`src/include/psmc_defs.svh`:
```
`ifndef PSMC_DEFS_SVH
`define PSMC_DEFS_SVH

// system clock source select codes
`define PSMC_SRC_PRIMARY 2'h0
`define PSMC_SRC_FAST_RC 2'h1
`define PSMC_SRC_SECONDARY 2'h2
`define PSMC_SRC_LOW_POWER_RC 2'h3
// widths
`define PSMC_DIV_W 3
`define PSMC_POST_W 3
`define PSMC_PERIPH_N 8
`define PSMC_WDT_W 16
// reset values
`define PSMC_SRC_RESET 2'h1
`define PSMC_DIV_RESET 3'h0
`define PSMC_POST_RESET 3'h0

`endif

```
`src/include/psmc_pkg.sv`:
```
package psmc_pkg;
  // power state of the controller
  typedef enum logic [2:0] {
    PSMC_RUN = 3'h1,
    PSMC_IDLE = 3'h2,
    PSMC_SLEEP = 3'h4
  } psmc_state_t;

  // software configuration, written as one bundle
  typedef struct packed {
    logic [1:0] src_sel;
    logic post_en;
    logic [2:0] post_ratio;
    logic pb_scale_en;
    logic [2:0] pb_ratio;
    logic sleep_sel;
    logic [7:0] idle_stop;
    logic [7:0] own_clock;
  } psmc_cfg_t;

  // gate enables presented to the clock tree
  typedef struct packed {
    logic cpu_clk_en;
    logic sys_src_run;
    logic pb_tick;
    logic [7:0] periph_clk_en;
  } psmc_gate_t;
endpackage

```
`src/rtl/psmc_ratio_div.sv`:
```
`timescale 1ns/1ps
`include "psmc_defs.svh"

// divides by 2**ratio, emitting a one-cycle tick; ratio 0 ticks every cycle
module psmc_ratio_div (
  input wire logic mclk,
  input wire logic rst_n,
  input wire logic run,
  input wire logic [`PSMC_DIV_W-1:0] ratio,
  output logic tick
);
  logic [7:0] count;
  logic [7:0] limit;

  always_comb begin
    limit = 8'h00;
    limit[ratio] = 1'b1;
  end

  // count stops while the source is halted, so no tick leaks out in sleep
  always_ff @(posedge mclk) begin
    if (!rst_n) begin
      count <= 8'h00;
    end else if (!run) begin
      count <= count;
    end else if (count >= limit - 8'h01) begin
      count <= 8'h00;
    end else begin
      count <= count + 8'h01;
    end
  end

  assign tick = run && (count >= limit - 8'h01);
endmodule // psmc_ratio_div

```
`src/rtl/psmc_power_ctrl.sv`:
```
`timescale 1ns/1ps
`include "psmc_defs.svh"

// Notes on behaviour
// [RQ1] modes change only on software request
// [RQ2] cpu runs from software-selected oscillator
// [RQ3] peripheral bus clock is divided system clock
// [RQ4] idle and sleep stop cpu clock
// [RQ5] idle keeps selected clock source running
// [RQ6] idle keeps peripherals clocked unless disabled
// [RQ7] sleep halts cpu, source, system peripherals
// [RQ8] sleep spares peripherals with own clocks
// [RQ9] sleep entry leaves watchdog counter untouched
// [RQ10] halt request picks idle or sleep
module psmc_power_ctrl (
  input wire logic mclk,
  input wire logic rst_n,
  input wire psmc_pkg::psmc_cfg_t cfg,
  input wire logic halt_req,
  input wire logic wake_event,
  input wire logic [`PSMC_PERIPH_N-1:0] periph_en,
  input wire logic watchdog_en,
  input wire logic watchdog_clear,
  output psmc_pkg::psmc_gate_t gate,
  output logic [1:0] fast_rc_osc_en_sel,
  output logic [`PSMC_POST_W-1:0] post_ratio,
  output logic post_en,
  output logic in_idle,
  output logic in_sleep,
  output logic [`PSMC_WDT_W-1:0] watchdog_counter,
  output logic watchdog_timeout
);
  psmc_pkg::psmc_state_t state;
  psmc_pkg::psmc_state_t next_state;
  logic src_run;
  logic pb_tick_raw;
  logic [`PSMC_DIV_W-1:0] pb_ratio_eff;
  logic cpu_clk_en_q;
  logic sys_src_run_q;
  logic pb_tick_q;
  logic [`PSMC_PERIPH_N-1:0] periph_clk_en_q;

  // one process per flop group, then packed onto the output bundle so no
  // struct member is written from two processes
  assign gate = {cpu_clk_en_q, sys_src_run_q, pb_tick_q, periph_clk_en_q};

  // state moves only on the cpu halt request or a wake event
  always_comb begin
    next_state = state;
    case (state)
      psmc_pkg::PSMC_RUN: begin
        if (halt_req) begin // RQ1
          next_state = cfg.sleep_sel ? psmc_pkg::PSMC_SLEEP : psmc_pkg::PSMC_IDLE; // RQ10
        end
      end
      psmc_pkg::PSMC_IDLE,
      psmc_pkg::PSMC_SLEEP: begin
        if (wake_event) begin
          next_state = psmc_pkg::PSMC_RUN; // RQ10
        end
      end
      default: next_state = psmc_pkg::PSMC_RUN;
    endcase
  end

  always_ff @(posedge mclk) begin
    if (!rst_n) begin
      state <= psmc_pkg::PSMC_RUN;
    end else begin
      state <= next_state;
    end
  end

  // the source keeps running in run and idle; only sleep shuts it down
  assign src_run = (next_state != psmc_pkg::PSMC_SLEEP); // RQ5 RQ7

  // scaling off means the bus runs at the full system rate
  assign pb_ratio_eff = cfg.pb_scale_en ? cfg.pb_ratio : `PSMC_DIV_RESET;

  psmc_ratio_div u_pb_div (
    .mclk(mclk),
    .rst_n(rst_n),
    .run(src_run),
    .ratio(pb_ratio_eff),
    .tick(pb_tick_raw)
  );

  // gate enables, registered so every output comes from a flip-flop
  always_ff @(posedge mclk) begin
    if (!rst_n) begin
      cpu_clk_en_q <= 1'b1;
      sys_src_run_q <= 1'b1;
      pb_tick_q <= 1'b0;
    end else begin
      cpu_clk_en_q <= (next_state == psmc_pkg::PSMC_RUN); // RQ4
      sys_src_run_q <= src_run; // RQ5 RQ7
      pb_tick_q <= pb_tick_raw; // RQ3
    end
  end

  // per-peripheral clock enables
  genvar i;
  generate
    for (i = 0; i < `PSMC_PERIPH_N; i++) begin : g_periph
      always_ff @(posedge mclk) begin
        if (!rst_n) begin
          periph_clk_en_q[i] <= 1'b0;
        end else if (cfg.own_clock[i]) begin
          periph_clk_en_q[i] <= periph_en[i]; // RQ8
        end else begin
          case (next_state)
            psmc_pkg::PSMC_IDLE: periph_clk_en_q[i] <= periph_en[i] && !cfg.idle_stop[i]; // RQ6
            psmc_pkg::PSMC_SLEEP: periph_clk_en_q[i] <= 1'b0; // RQ7
            default: periph_clk_en_q[i] <= periph_en[i];
          endcase
        end
      end
    end
  endgenerate

  // oscillator select held across modes; a glitch-free mux downstream switches it
  always_ff @(posedge mclk) begin
    if (!rst_n) begin
      fast_rc_osc_en_sel <= `PSMC_SRC_RESET;
      post_ratio <= `PSMC_POST_RESET;
      post_en <= 1'b0;
    end else begin
      fast_rc_osc_en_sel <= cfg.src_sel; // RQ2
      post_ratio <= cfg.post_ratio; // RQ2
      post_en <= cfg.post_en && (cfg.src_sel == `PSMC_SRC_FAST_RC); // RQ2
    end
  end

  // mode status flags
  always_ff @(posedge mclk) begin
    if (!rst_n) begin
      in_idle <= 1'b0;
      in_sleep <= 1'b0;
    end else begin
      in_idle <= (next_state == psmc_pkg::PSMC_IDLE);
      in_sleep <= (next_state == psmc_pkg::PSMC_SLEEP);
    end
  end

  // watchdog runs on its own clock domain in silicon, modelled as a tick
  // here; sleep entry deliberately does not clear it
  always_ff @(posedge mclk) begin
    if (!rst_n) begin
      watchdog_counter <= '0;
      watchdog_timeout <= 1'b0;
    end else if (!watchdog_en || watchdog_clear) begin
      watchdog_counter <= '0; // software clear or watchdog disable only, never mode entry RQ9
      watchdog_timeout <= 1'b0;
    end else begin
      watchdog_counter <= watchdog_counter + 1'b1; // RQ9
      watchdog_timeout <= (watchdog_counter == {`PSMC_WDT_W{1'b1}});
    end
  end
endmodule // psmc_power_ctrl

```
`config.mk`:
```
export PLATFORM = sky130hd
export DESIGN_NAME = psmc_power_ctrl
export DESIGN_NICKNAME = d
export VERILOG_FILES = /design/src/include/psmc_pkg.sv /design/src/rtl/psmc_ratio_div.sv /design/src/rtl/psmc_power_ctrl.sv
export VERILOG_INCLUDE_DIRS = /design/src /design/src/include
export SDC_FILE = /design/constraint.sdc
export NUM_CORES = 1
export LEC_CHECK = 0
export BUFFER_PORTS_ARGS = -buffer_cell sky130_fd_sc_hd__buf_4
export CORE_UTILIZATION = 53
export CTS_BUF_LIST = sky130_fd_sc_hd__clkbuf_8 sky130_fd_sc_hd__clkbuf_16
export CTS_CLUSTER_SIZE = 8
export DETAILED_ROUTE_END_ITERATION = 8
export GPL_ROUTABILITY_DRIVEN = 0
export GPL_TIMING_DRIVEN = 1
export PLACE_DENSITY = 0.81
export REMOVE_ABC_BUFFERS = 1
export SLEW_MARGIN = 20
export SYNTH_ARGS = -nofsm -noshare
export SYNTH_HDL_FRONTEND = slang
export SYNTH_SLANG_ARGS = --single-unit
```
`constraint.sdc`:
```
create_clock -name mclk -period 6.1 [get_ports mclk]
set_clock_uncertainty 0.05 [all_clocks]
set_input_delay 1.22 -clock mclk [delete_from_list [all_inputs] [get_ports mclk]]
set_output_delay 1.22 -clock mclk [all_outputs]
set_load 0.03 [all_outputs]
```
Word level (Yosys, flattened, before mapping)
Index checks and enable logic that the tools add are counted.
- register bits: 47
- input bits: 41
- output and inout bits: 36
- word-level logic and storage cells: 83
- add/sub/neg operators: 3
- magnitude comparators: 3
- eq/ne operators: 9
- muxes and demuxes: 24
- bitwise operators: 1
- reductions and logical operators: 23
- operators by type and width (kind ; count):
    16-bit by 1-bit adder with 16-bit output, second input constant ; 1
    16-bit equality test, second input constant ; 1
    1-bit one-hot mux with 2 select lines ; 8
    3-bit 2-to-1 mux ; 4
    1-bit logical AND ; 11
    1-bit logical NOT ; 9
    1-bit 2-to-1 mux ; 9
    8-bit by 1-bit adder with 8-bit output, second input constant ; 1
    8-bit >= comparator ; 1
    8-bit 2-to-1 mux ; 1
    8-bit by 1-bit subtractor with 8-bit output, second input constant ; 1
    3-bit by 1-bit equality test with 1-bit output, second input constant ; 2
    3-bit by 2-bit equality test with 1-bit output, second input constant ; 2
    3-bit equality test, second input constant ; 2
    3-bit one-hot mux with 2 select lines ; 1
    3-bit by 4-bit < comparator with 1-bit output, second input constant ; 1
    2-bit OR reduction ; 2
    1-bit demux with 3-bit select ; 1
    3-bit by 1-bit >= comparator with 1-bit output, second input constant ; 1
    3-bit inequality test, second input constant ; 1
    2-bit by 1-bit equality test with 1-bit output, second input constant ; 1
    1-bit logical OR ; 1
    1-bit NOT ; 1

Logic depth before layout (Yosys ltp)
Gate-level depths: netlist of the first run.
- word-level depth: 8
- depth in mapped cells: 13
- depth with buffers taken out: 11

Modules after synthesis
A second synthesis of the first run with hierarchy kept.
- cells, all modules: 229
- area total of the unflattened synthesis: 2253.4 um^2
- modules (own cells, without submodules) (module ; times used ; cells each ; area an instance (um^2)):
    psmc_power_ctrl ; 1 ; 157 ; 1602.8
    psmc_ratio_div ; 1 ; 72 ; 650.6

Worst setup path after synthesis of the first run
Ideal clock, no wire load.
- kind: in2reg
- start: in cfg[19] in the netlist's numbering
- end: reg u_pb_div.count[2]
- setup time: 0.080 ns
- arrival time: 3.443 ns
- path slack: 2.527 ns
- stages: 11
- buffers on the path: 1
- path through: clkbuf_1 -> o31a_1 -> ha_1 -> nand2_1 -> o21ai_0 -> a32oi_1 -> ha_1 -> and3_1 -> o21ai_1 -> o211ai_2 -> o211ai_1
- cells in the longest elaborated chain, start to end: 8
- elaborated cells between the ends (all ways): 9
- those cells by class: add/sub: 1; order compare: 3; mux: 4; reduce/logical: 1
- ends and longest elaborated chain (what ; line ; text):
    from (decl) ; psmc_power_ctrl.sv:18 ; input wire psmc_pkg::psmc_cfg_t cfg,
    3-bit 2-to-1 mux (no line) * ; -- ;
    3-bit by 4-bit < comparator with 1-bit output (implied by the code) or 3-bit by 1-bit >= comparator with 1-bit output (tied branches) ; psmc_ratio_div.sv:17 ; limit[ratio] = 1'b1;
    1-bit logical AND (implied by the code) ; psmc_ratio_div.sv:17 ;
    1-bit 2-to-1 mux (implied by the code) ; psmc_ratio_div.sv:17 ;
    1-bit demux with 3-bit select * ; -- ;
    8-bit by 1-bit subtractor with 8-bit output * ; psmc_ratio_div.sv:26 ; end else if (count >= limit - 8'h01) begin
    8-bit >= comparator * ; psmc_ratio_div.sv:26 ;
    8-bit 2-to-1 mux * ; psmc_ratio_div.sv:26 ;
    to (signal assigned) ; psmc_ratio_div.sv:25 ; count <= count;
    to (signal assigned) ; psmc_ratio_div.sv:29 ; count <= count + 8'h01;
    to (decl) ; psmc_ratio_div.sv:12 ; logic [7:0] count;
Mark *: on every way between the ends. The rest lies on a longest branch, timed or not.
A chain may end at the register's enable or synchronous reset.

Worst setup path in the final report of the first run
- start: in cfg[17] in the netlist's numbering
- end: reg u_pb_div.count[2]
Same word-level chain as after synthesis.

==> results of run 1 <==
-- flip-flops by register name, summed over array words and instances (netlist names) --
signal	flops
u_pb_div.count	8
gate	8
state	3
sys_src_run_q	1
post_en	1
watchdog_timeout	1
fast_rc_osc_en_sel	2
in_idle	1
pb_tick_q	1
post_ratio	3
watchdog_counter	16
cpu_clk_en_q	1
in_sleep	1
-- worst reg2reg max path: cells and delay by family (launching register included) --
family | cells | cell delay, ns
AO/OA/AOI/OAI | 3 | 1.11
adder cells (fa/ha/maj) | 1 | 0.32
flip-flops | 1 | 0.34
AND/OR/NAND/NOR | 1 | 0.18
-- cell usage in the layout (no fill, tap or decap), types with 4 or more instances in the layout --
cell,n
nand3_1,11
ha_1,11
nand4_1,4
nor3_1,8
o211ai_1,7
o2111ai_1,8
buf_4,76
clkbuf_8,5
xnor2_1,12
inv_1,8
o21ai_0,6
and2_1,11
nand2_1,17
nor4_1,5
nor2_1,25
dfxtp_1,47
o311a_1,5
or3_1,9
a21oi_1,4
-- area by class of cell --
type	count	area [µm²]	area share, %
inverter	8	30.03	1.030
clock inverter	3	43.79	1.503
sequential	47	940.9	32.29
timing repair buffer	76	570.5	19.58
multi-input combinational	178	1197	41.09
tap	50	62.56	2.147
clock buffer	5	68.82	2.362
-- kinds of logic (layout without fill, tap and decap cells) --
kind of cell	Yosys count	after routing	share of synthesized area, %
xor gates and xnor gates	13	13	5.098
AOI/OAI and AO/OA	48	48	17.48
DFF	47	47	42.13
other	1	1	0.1679
and+or+nand+nor	105	105	24.71
adders and majority gates	11	11	6.162
buffers and inverters	20	92	4.258
-- worst min path at each step --
stage / start / to
2_1_floorplan: u_pb_div.count[0] / u_pb_div.count[0]
3_3_place_gp: watchdog_counter[15] / watchdog_timeout
3_5_place_dp: watchdog_counter[0] / watchdog_counter[0]
4_1_cts: watchdog_counter[0] / watchdog_counter[0]
5_1_grt: watchdog_counter[15] / watchdog_timeout
6_report: watchdog_counter[0] / watchdog_counter[0]
-- routing by layer --
metal  track usage (%)  vias up  routed length [µm]
li1                  -     1039                   -
met1             30.54      943                2221
met2             38.01       52                2434
met3             7.021        5                 269
met4             7.713        0                  44
met5                 0        -                   0
-- stage by stage --
step	utilization (%)	power [W]	instance area [µm²]
after CTS	72.33	0.0006616	2914
after global placement	69.53	0.0004351	2801
after global routing	72.33	0.0006862	2914
after floorplan	-	0.0003899	2168
after detailed placement	69.53	0.0004361	2801
final	72.33	0.0006550	2914
-- power breakdown --
| part | switching, W | internal (W) |
|---|---|---|
| Sequential | 0.00000707 | 0.000317 |
| Clock | 0.000104 | 0.000122 |
| Combinational | 0.0000575 | 0.0000475 |
==> impl_metrics.yaml, run 1 <==
status:
  status: "finished, final reports clean"
global_routing:
  grt_max_degree: 27
  grt_overflow: 0
  grt_pass1_wl_um: 8086
  grt_usage_pct: 23.85
  antenna_found_initial: 0
  grt_pass1_vias: 1796
synth:
  yosysWarnings: 0
  ys_types: 47
  yosys-top-cells-count: "47 x dfxtp_1, 25 x nor2_1, 17 x nand2_1, 12 x xnor2_1"
  synth_most_common_cell: "dfxtp_1"
  syn_area_per_cell_um2: 9.116
  synth_area_leader_cell: "dfxtp_1"
  yosys.area.top_type_share_pct: 42.13
  yosys-top-cells-area: "dfxtp_1 42%, ha_1 6.2%, xnor2_1 4.7%"
  ys.flop_type: "dfxtp_1"
  ys_ff_latch: 47
  ys_seq_area_share_pct: 42.13
  synth_edf_count: 0
  netlist_area_mm2: 0.002233
  netlist_instances: 245
  synthArstFlopShare_pct: 0
finish:
  drive_gt1_share_pct: 30.60
  syn2layout_area_growth_pct: 30.48
  layout.cells.non_filler: 367
  nFillCells: 329
  fin_nets: 368
  num_antenna_cells: 0
setup_path:
  worst-setup-path-type: "in -> reg"
  crit_buf_inv: 1
  crit_family: "compound AO/OA/AOI/OAI gates"
  max_stage_delay_ns: 0.54
  ff2ff_path_depth: 5
  cp-start-kind: "input pin"
  reg2reg_from: "u_pb_div.count[6]"
  r2r_slack_ns: 4.01
  cp.required_ns: 6.27
  crit_fanout: 10
  path_cells: "buf_4 -> o31a_1 -> ha_1 -> nand2_1 -> o21ai_0 -> a32oi_1 -> ha_1 -> and3_1 -> o21ai_1 -> o211ai_2 -> o211ai_1"
  crit_path_end: "u_pb_div.count[2]"
  crit_path_end_kind: "flip-flop"
  worstPathArrival_ns: 3.87
  crit_top_cell: "ha_1"
  reg2reg_to: "u_pb_div.count[2]"
  critical_path_depth: 11
  cp_slowest_cell: "o21ai_1"
  cp-startpoint: "cfg[17]"
floorplan:
  fp.dieH_um: 66.92
  die_w_um: 66.92
  start_util_pct: 55.43
  row_count: 23
  pin_count: 77
  die-area_mm2: 0.004478
  core_mm2: 0.004029
clock_network:
  cts_resized: 0
  post_cts_buffers: 0
  root_buffer: "clkbuf_8"
  clockBufferDepth: 2
  htreeDepth: 2
  hold_buffers: 0
  cts_tree: "done"
  clk_latency_ns: 0.30
  cts.sinks: 47
  cts.clk_slew.worst_paths_ns: 0.09
  numCtsBuffers: 5
placed_design:
  dpl.cell_count: 359
  portBuffers: 76
  hpwlAfterDp_um: 3624
  place_ws_ns: 2.093
sta:
  worst_pin_slew_ns: 0.6633
  timing.slew.headroom_pct: 55.48
  drv_slew: 0
  finalHoldViolCount: 0
  period_needed_ns: 3.705
  setup_slack_ns: 2.395
  period_share_pct: 60.74
  setup_tns_ns: 0
  setup_viol: 0
  hold_slack_ns: 0.4320
  rsz0062_at_grt: "false"
  fmax_mhz: 269.9
power:
  ir_worst_vdd_uv: 163.3
  powerDensity_mw_per_mm2: 224.8
  p_leak_nw: 1.191
min_path:
  hold_depth: 1
  hold_class: "reg -> reg"
detailed_routing:
  wire_per_inst_um: 13.54
  drc: 0
  viasPerCell: 5.556
  via_count: 2039
  drt_iter0_markers: 99
  drtAntennaViolNets: 0
  firstDrtPassIters: 4
  routed_wirelength_um: 4970
run:
  maxCapViolations: 0
Note: power is estimated with default switching activity, not from simulation.
==> inputs of run 2 (changes only) <==
Settings changed: ABC_AREA set to 1, CORE_UTILIZATION 53 to 45, PLACE_DENSITY 0.81 to 0.72.
Clock period 6.1 ns to 3.1 ns, I/O delays scaled along.
==> run 2 against run 1 <==
Compared with the run above: highest routed layer unchanged; clock-buffer cell count unchanged; wire length up 5.9%; sequential cell count unchanged; clock power grew 98%; first-iteration DRC count shrank 21%; register-to-register slack lost 2.4 ns; global-route usage fell by 2.9 points; area after synthesis increased by 4.5%; die area is 22% higher; total power up 100%; utilization shrank 9.1 points; design area up 5.2%.
==> impl_metrics.yaml, run 2 <==
clock_network:
  cts_resized: 0
  cts.sinks: 47
  numCtsBuffers: 5
  hold_buffers: 0
  post_cts_buffers: 0
  clk_latency_ns: 0.29
  cts_tree: "done"
  htreeDepth: 2
  clockBufferDepth: 2
  root_buffer: "clkbuf_8"
  cts.clk_slew.worst_paths_ns: 0.09
power:
  switching_share_pct: 26.94
  p_clk_share_pct: 33.9
  pwr-share-comb_pct: 17.3
  finalPower_w: 0.001321
  ir_worst_vdd_uv: 234.6
  switchingPower_w: 0.0003559
  p_int_w: 0.0009653
  powerDensity_mw_per_mm2: 430.8
  p_leak_nw: 1.474
  seqPwrFrac_pct: 48.9
synth:
  synth_edf_count: 0
  ys.flop_type: "dfxtp_1"
  yosysWarnings: 0
  ys_seq_area_share_pct: 40.30
  netlist_instances: 329
  yosys-top-cells-count: "64 x nand2_1, 59 x nor2_1, 47 x dfxtp_1, 38 x inv_1, 19 x nand3_1"
  ys_ff_latch: 47
  synthArstFlopShare_pct: 0
  synth_most_common_cell: "nand2_1"
  ys_types: 33
  yosys-top-cells-area: "dfxtp_1 40%, nand2_1 10%, nor2_1 9.5%"
  synth_area_leader_cell: "dfxtp_1"
  yosys.area.top_type_share_pct: 40.30
  netlist_area_mm2: 0.002335
  syn_area_per_cell_um2: 7.096
setup_path:
  ff2ff_path_depth: 8
  cp.required_ns: 3.24
  worstPathArrival_ns: 2.45
  cp-start-kind: "input pin"
  crit_family: "simple AND/OR/NAND/NOR gates"
  crit_top_cell: "nand2_1"
  path_cells: "buf_4 -> nand2_1 -> nand3_1 -> ha_1 -> nor3_1 -> a21oi_1 -> ha_1 -> nand2_1 -> nor2_1 -> nand4_1 -> nand3_1 -> nand2_1 -> inv_2 -> nor2_1"
  worst-setup-path-type: "in -> reg"
  crit_path_end_kind: "flip-flop"
  max_stage_delay_ns: 0.27
  crit_buf_inv: 2
  critical_path_depth: 14
  cp_slowest_cell: "ha_1"
  crit_fanout: 5
sta:
  period_share_pct: 74.33
  drv_slew: 0
  setup_tns_ns: 0
  finalHoldViolCount: 0
  period_needed_ns: 2.304
  setup_slack_ns: 0.7959
  fmax_mhz: 434.0
  setup_viol: 0
  rsz0062_at_grt: "false"
detailed_routing:
  routed_wirelength_um: 5261
  drtAntennaViolNets: 0
  firstDrtPassIters: 4
  wire_per_inst_um: 11.10
  via_count: 2287
  drt_iter0_markers: 78
  viasPerCell: 4.825
  drc: 0
floorplan:
  start_util_pct: 48.15
  core_mm2: 0.004848
  die_w_um: 74.03
  fp.dieH_um: 74.03
  die-area_mm2: 0.005480
  pin_count: 77
  row_count: 25
finish:
  largest_reg_flops: 16
  layout.cells.non_filler: 474
  final_core_util_pct: 63.25
  num_antenna_cells: 0
  fin_nets: 458
  drive_gt1_share_pct: 25.31
  layout_common_cells: "76 x buf_4, 64 x nand2_1, 59 x nor2_1"
  layout_commonest_cell: "buf_4"
  syn2layout_area_growth_pct: 31.35
  top_register: "watchdog_counter"
global_routing:
  grt_pass1_vias: 2172
  grt_overflow: 0
  grt_max_degree: 23
  grt_usage_pct: 20.97
  antenna_found_initial: 0
  grt_pass1_wl_um: 8963
status:
  status: "finished, final reports clean"
placed_design:
  portBuffers: 76
  dpl.cell_count: 466
  hpwlAfterDp_um: 4138
  place_ws_ns: 0.4773
min_path:
  hold_depth: 2
  hold_class: "in -> reg"
run:
  maxCapViolations: 0
[run 2: cell types whose count changed after synthesis, sizes merged, moves of 8 or more]
cell     previous run  this run
nand3              11        20
inv                 8        48
nand3b              1         9
nand4               4        13
and2               11         1
nand2              17        66
o2111ai             8         0
or3                 9         0
nor2               25        60
xnor2              12         1
o311a               8         0
a21oi               6        15
[run 2: cell families (layout without fill, tap and decap cells)]
kind of cell    count (synthesis)  count (layout)  synth area share, %
fa+ha+maj                      11              11                5.895
other cells                     1               1               0.1606
flops                          47              47                40.30
simple gates                  180             180                35.53
xor+xnor                        2               2               0.7504
compound gates                 34              34                8.146
buf+inv                        54             132                9.218
[run 2: area by class of cell]
type | instances | area [µm²]
clock inverter | 3 | 43.79
multi-input combinational | 228 | 1179
fill | 478 | 1782
tap | 67 | 83.83
inverter | 48 | 180.2
timing repair buffer | 76 | 570.5
clock buffer | 5 | 68.82
sequential | 47 | 940.9
[run 2: power groups by stage]
stage / Clock (W) / Sequential [W] / Combinational, W
2_1_floorplan: 0 / 0.000689 / 0.000102
3_3_place_gp: 0 / 0.000660 / 0.000224
3_5_place_dp: 0 / 0.000660 / 0.000229
4_1_cts: 0.000461 / 0.000646 / 0.000230
5_1_grt: 0.000484 / 0.000649 / 0.000255
6_report: 0.000448 / 0.000646 / 0.000228
[run 2: path summary, 6_finish.rpt]
path                  startpoint                   to  slack (ns)
max reg2reg    u_pb_div.count[7]    u_pb_div.count[4]        1.58
max                      cfg[20]    u_pb_div.count[4]        0.80
min                      cfg[26]              post_en        0.43
min reg2reg  watchdog_counter[0]  watchdog_counter[0]        0.43
[run 2: metrics by stage]
stage,area [µm²],hold WS [ns]
finish,3067,0.4264
global route,3067,0.4211
detailed placement,2954,0.4212
global placement,2954,0.4152
floorplan,2300,0.4160
CTS,3067,0.4160
[run 2: worst register-to-register path: stages (launching register included)]
cell and delay [ns]:
dfxtp_1 0.34, ha_1 0.30, nand2_1 0.07, nor2_1 0.15
nand4_1 0.10, nand3_1 0.15, nand2_1 0.10, inv_2 0.10
nor2_1 0.05
[run 2: routing by layer]
layer | share of wire [%] | GRT usage, % | routed length, µm
met5 | 0 | 0 | 0
met4 | 1.8 | 7.692 | 97
met3 | 3.6 | 4.607 | 192
met2 | 51 | 38.69 | 2665
met1 | 44 | 23.48 | 2304
==> inputs of run 3 (changes only) <==
Settings changed: ABC_AREA 1 to 0, CORE_UTILIZATION 45 to 50, PLACE_DENSITY 0.72 to 0.77.
Clock period 3.1 ns to 2.3 ns, I/O delays scaled along.
==> run 3 against run 2 <==
Compared with the run above: the run now ends with setup timing left; clock-buffer cell count did not move; via count fell by 3.8%; total power rose by 37%; setup slack got worse by 0.99 ns; design area rose by 3.4%; critical path type unchanged; largest power group unchanged.
==> impl_metrics.yaml, run 3 (synthesis results as in run 1) <==
status:
  status: "finished with violations"
  failed_checks: "setup timing"
setup_path:
  cp-start-kind: "input pin"
  cp.required_ns: 2.42
  reg2reg_from: "u_pb_div.count[3]"
  ff2ff_path_depth: 6
  r2r_slack_ns: 0.40
  max_stage_delay_ns: 0.35
  reg2reg_to: "u_pb_div.count[2]"
  crit_fanout: 6
  path_cells: "buf_6 -> nor2_1 -> nand3_1 -> ha_4 -> o21ai_1 -> a32oi_1 -> ha_1 -> a41oi_2 -> a21o_1 -> buf_4 -> o2111ai_2 -> o211ai_1"
  worstPathArrival_ns: 2.60
  cp_slowest_cell: "ha_1"
  worst-setup-path-type: "in -> reg"
  crit_family: "compound AO/OA/AOI/OAI gates"
  crit_buf_inv: 2
  crit_path_end_kind: "flip-flop"
global_routing:
  grt_pass1_vias: 1842
  use_met1_pct: 31.21
  grt-busiest-layer: "met2"
  grt_overflow: 0
  grt_usage_pct: 23.56
  grt_util_met3_pct: 4.441
  grt_max_degree: 27
  grt_use_met2_pct: 38.48
  grt_pass1_wl_um: 8273
  antenna_found_initial: 0
clock_network:
  root_buffer: "clkbuf_8"
  clk_latency_ns: 0.29
  numCtsBuffers: 5
  clockBufferDepth: 2
  cts.clk_slew.worst_paths_ns: 0.09
  htreeDepth: 2
  cts_tree: "done"
  cts.sinks: 47
sta:
  setup_viol: 9
  timing.slew.headroom_pct: 66.18
  rsz0062_at_grt: "true"
  worst_pin_slew_ns: 0.5073
  period_needed_ns: 2.489
  period_share_pct: 108.2
  setup_slack_ns: -0.1893
  drv_slew: 0
  fmax_mhz: 401.7
  finalHoldViolCount: 0
floorplan:
  row_count: 23
  die_w_um: 68.84
  die-area_mm2: 0.004738
  start_util_pct: 53.89
  core_mm2: 0.004144
  pin_count: 77
  fp.dieH_um: 68.84
run:
  maxCapViolations: 0
min_path:
  hold_class: "in -> reg"
  hold_start: "cfg[25]"
  hold_depth: 2
  min_delay_worst_endpoint: "fast_rc_osc_en_sel[0]"
detailed_routing:
  firstDrtPassIters: 4
  wire_per_inst_um: 14.85
  viasPerCell: 5.699
  drc: 0
  drt_iter0_markers: 108
  routed_wirelength_um: 5732
  via_count: 2200
  drtAntennaViolNets: 0
power:
  powerDensity_mw_per_mm2: 572.0
  ir_worst_vdd_uv: 492.5
  finalPower_w: 0.001814
  p_leak_nw: 1.306
finish:
  final_core_util_pct: 76.51
  largest_reg_flops: 16
  layout_commonest_cell: "buf_4"
  layout_common_cells: "88 x buf_4, 47 x dfxtp_1, 25 x nor2_1"
  num_antenna_cells: 0
  drive_gt1_share_pct: 37.20
  syn2layout_area_growth_pct: 41.96
  top_register: "watchdog_counter"
  fin_nets: 387
placed_design:
  portBuffers: 76
  hpwlAfterDp_um: 3831
==> run 3: layout make-up <==
type,count,area [µm²]
timing repair buffer,95,739.5
clock buffer,5,68.82
sequential,47,940.9
multi-input combinational,178,1285
clock inverter,3,43.79
inverter,8,30.03
fill,299,973.4
tap,50,62.56
==> run 3: what timing repair did <==
action / 4_1_cts / 5_1_grt
hold buffers: 0 / 0
resized for setup: 15 / 6
gates cloned: 0 / 0
buffers inserted: 4 / 3
setup endpoints to repair: 9 / 9
pin swaps: 13 / 4
==> run 3: where the power goes <==
group	leakage, nW	switching (W)	internal [W]	total, W
sequential	0.383	0.0000205	0.000841	0.000861
clock	0.0581	0.000279	0.000324	0.000602
combinational	0.864	0.000182	0.000168	0.000350
total	1.31	0.000481	0.00133	0.00181
==> run 3: worst max-delay path by stage <==
stage	from	to	slack (ns)	cells past startpoint
floorplan	cfg[17]	u_pb_div.count[2]	-0.40	10
finish	cfg[18]	u_pb_div.count[2]	-0.19	12
global placement	cfg[17]	u_pb_div.count[4]	-0.39	9
CTS	cfg[19]	u_pb_div.count[5]	-0.06	10
detailed placement	cfg[17]	u_pb_div.count[2]	-0.49	9
global route	cfg[18]	u_pb_div.count[7]	-0.33	12
==> run 3: per-layer routing <==
metal / routed length, µm / up-vias
li1: - / 1067
met4: 112 / 0
met3: 398 / 13
met2: 2845 / 100
met1: 2375 / 1020
met5: 0 / -
==> run 3: per-stage QoR <==
stage	setup TNS, ns	setup WS (ns)	instances	area [µm²]	hold slack [ns]
floorplan	-3.347	-0.3987	233	2168	0.4201
global placement	-3.241	-0.3867	371	2892	0.4086
detailed placement	-3.951	-0.4878	371	2892	0.4223
CTS	-0.3352	-0.05840	383	3115	0.2958
global route	-2.338	-0.3251	386	3171	0.3089
finish	-1.124	-0.1893	386	3171	0.3036
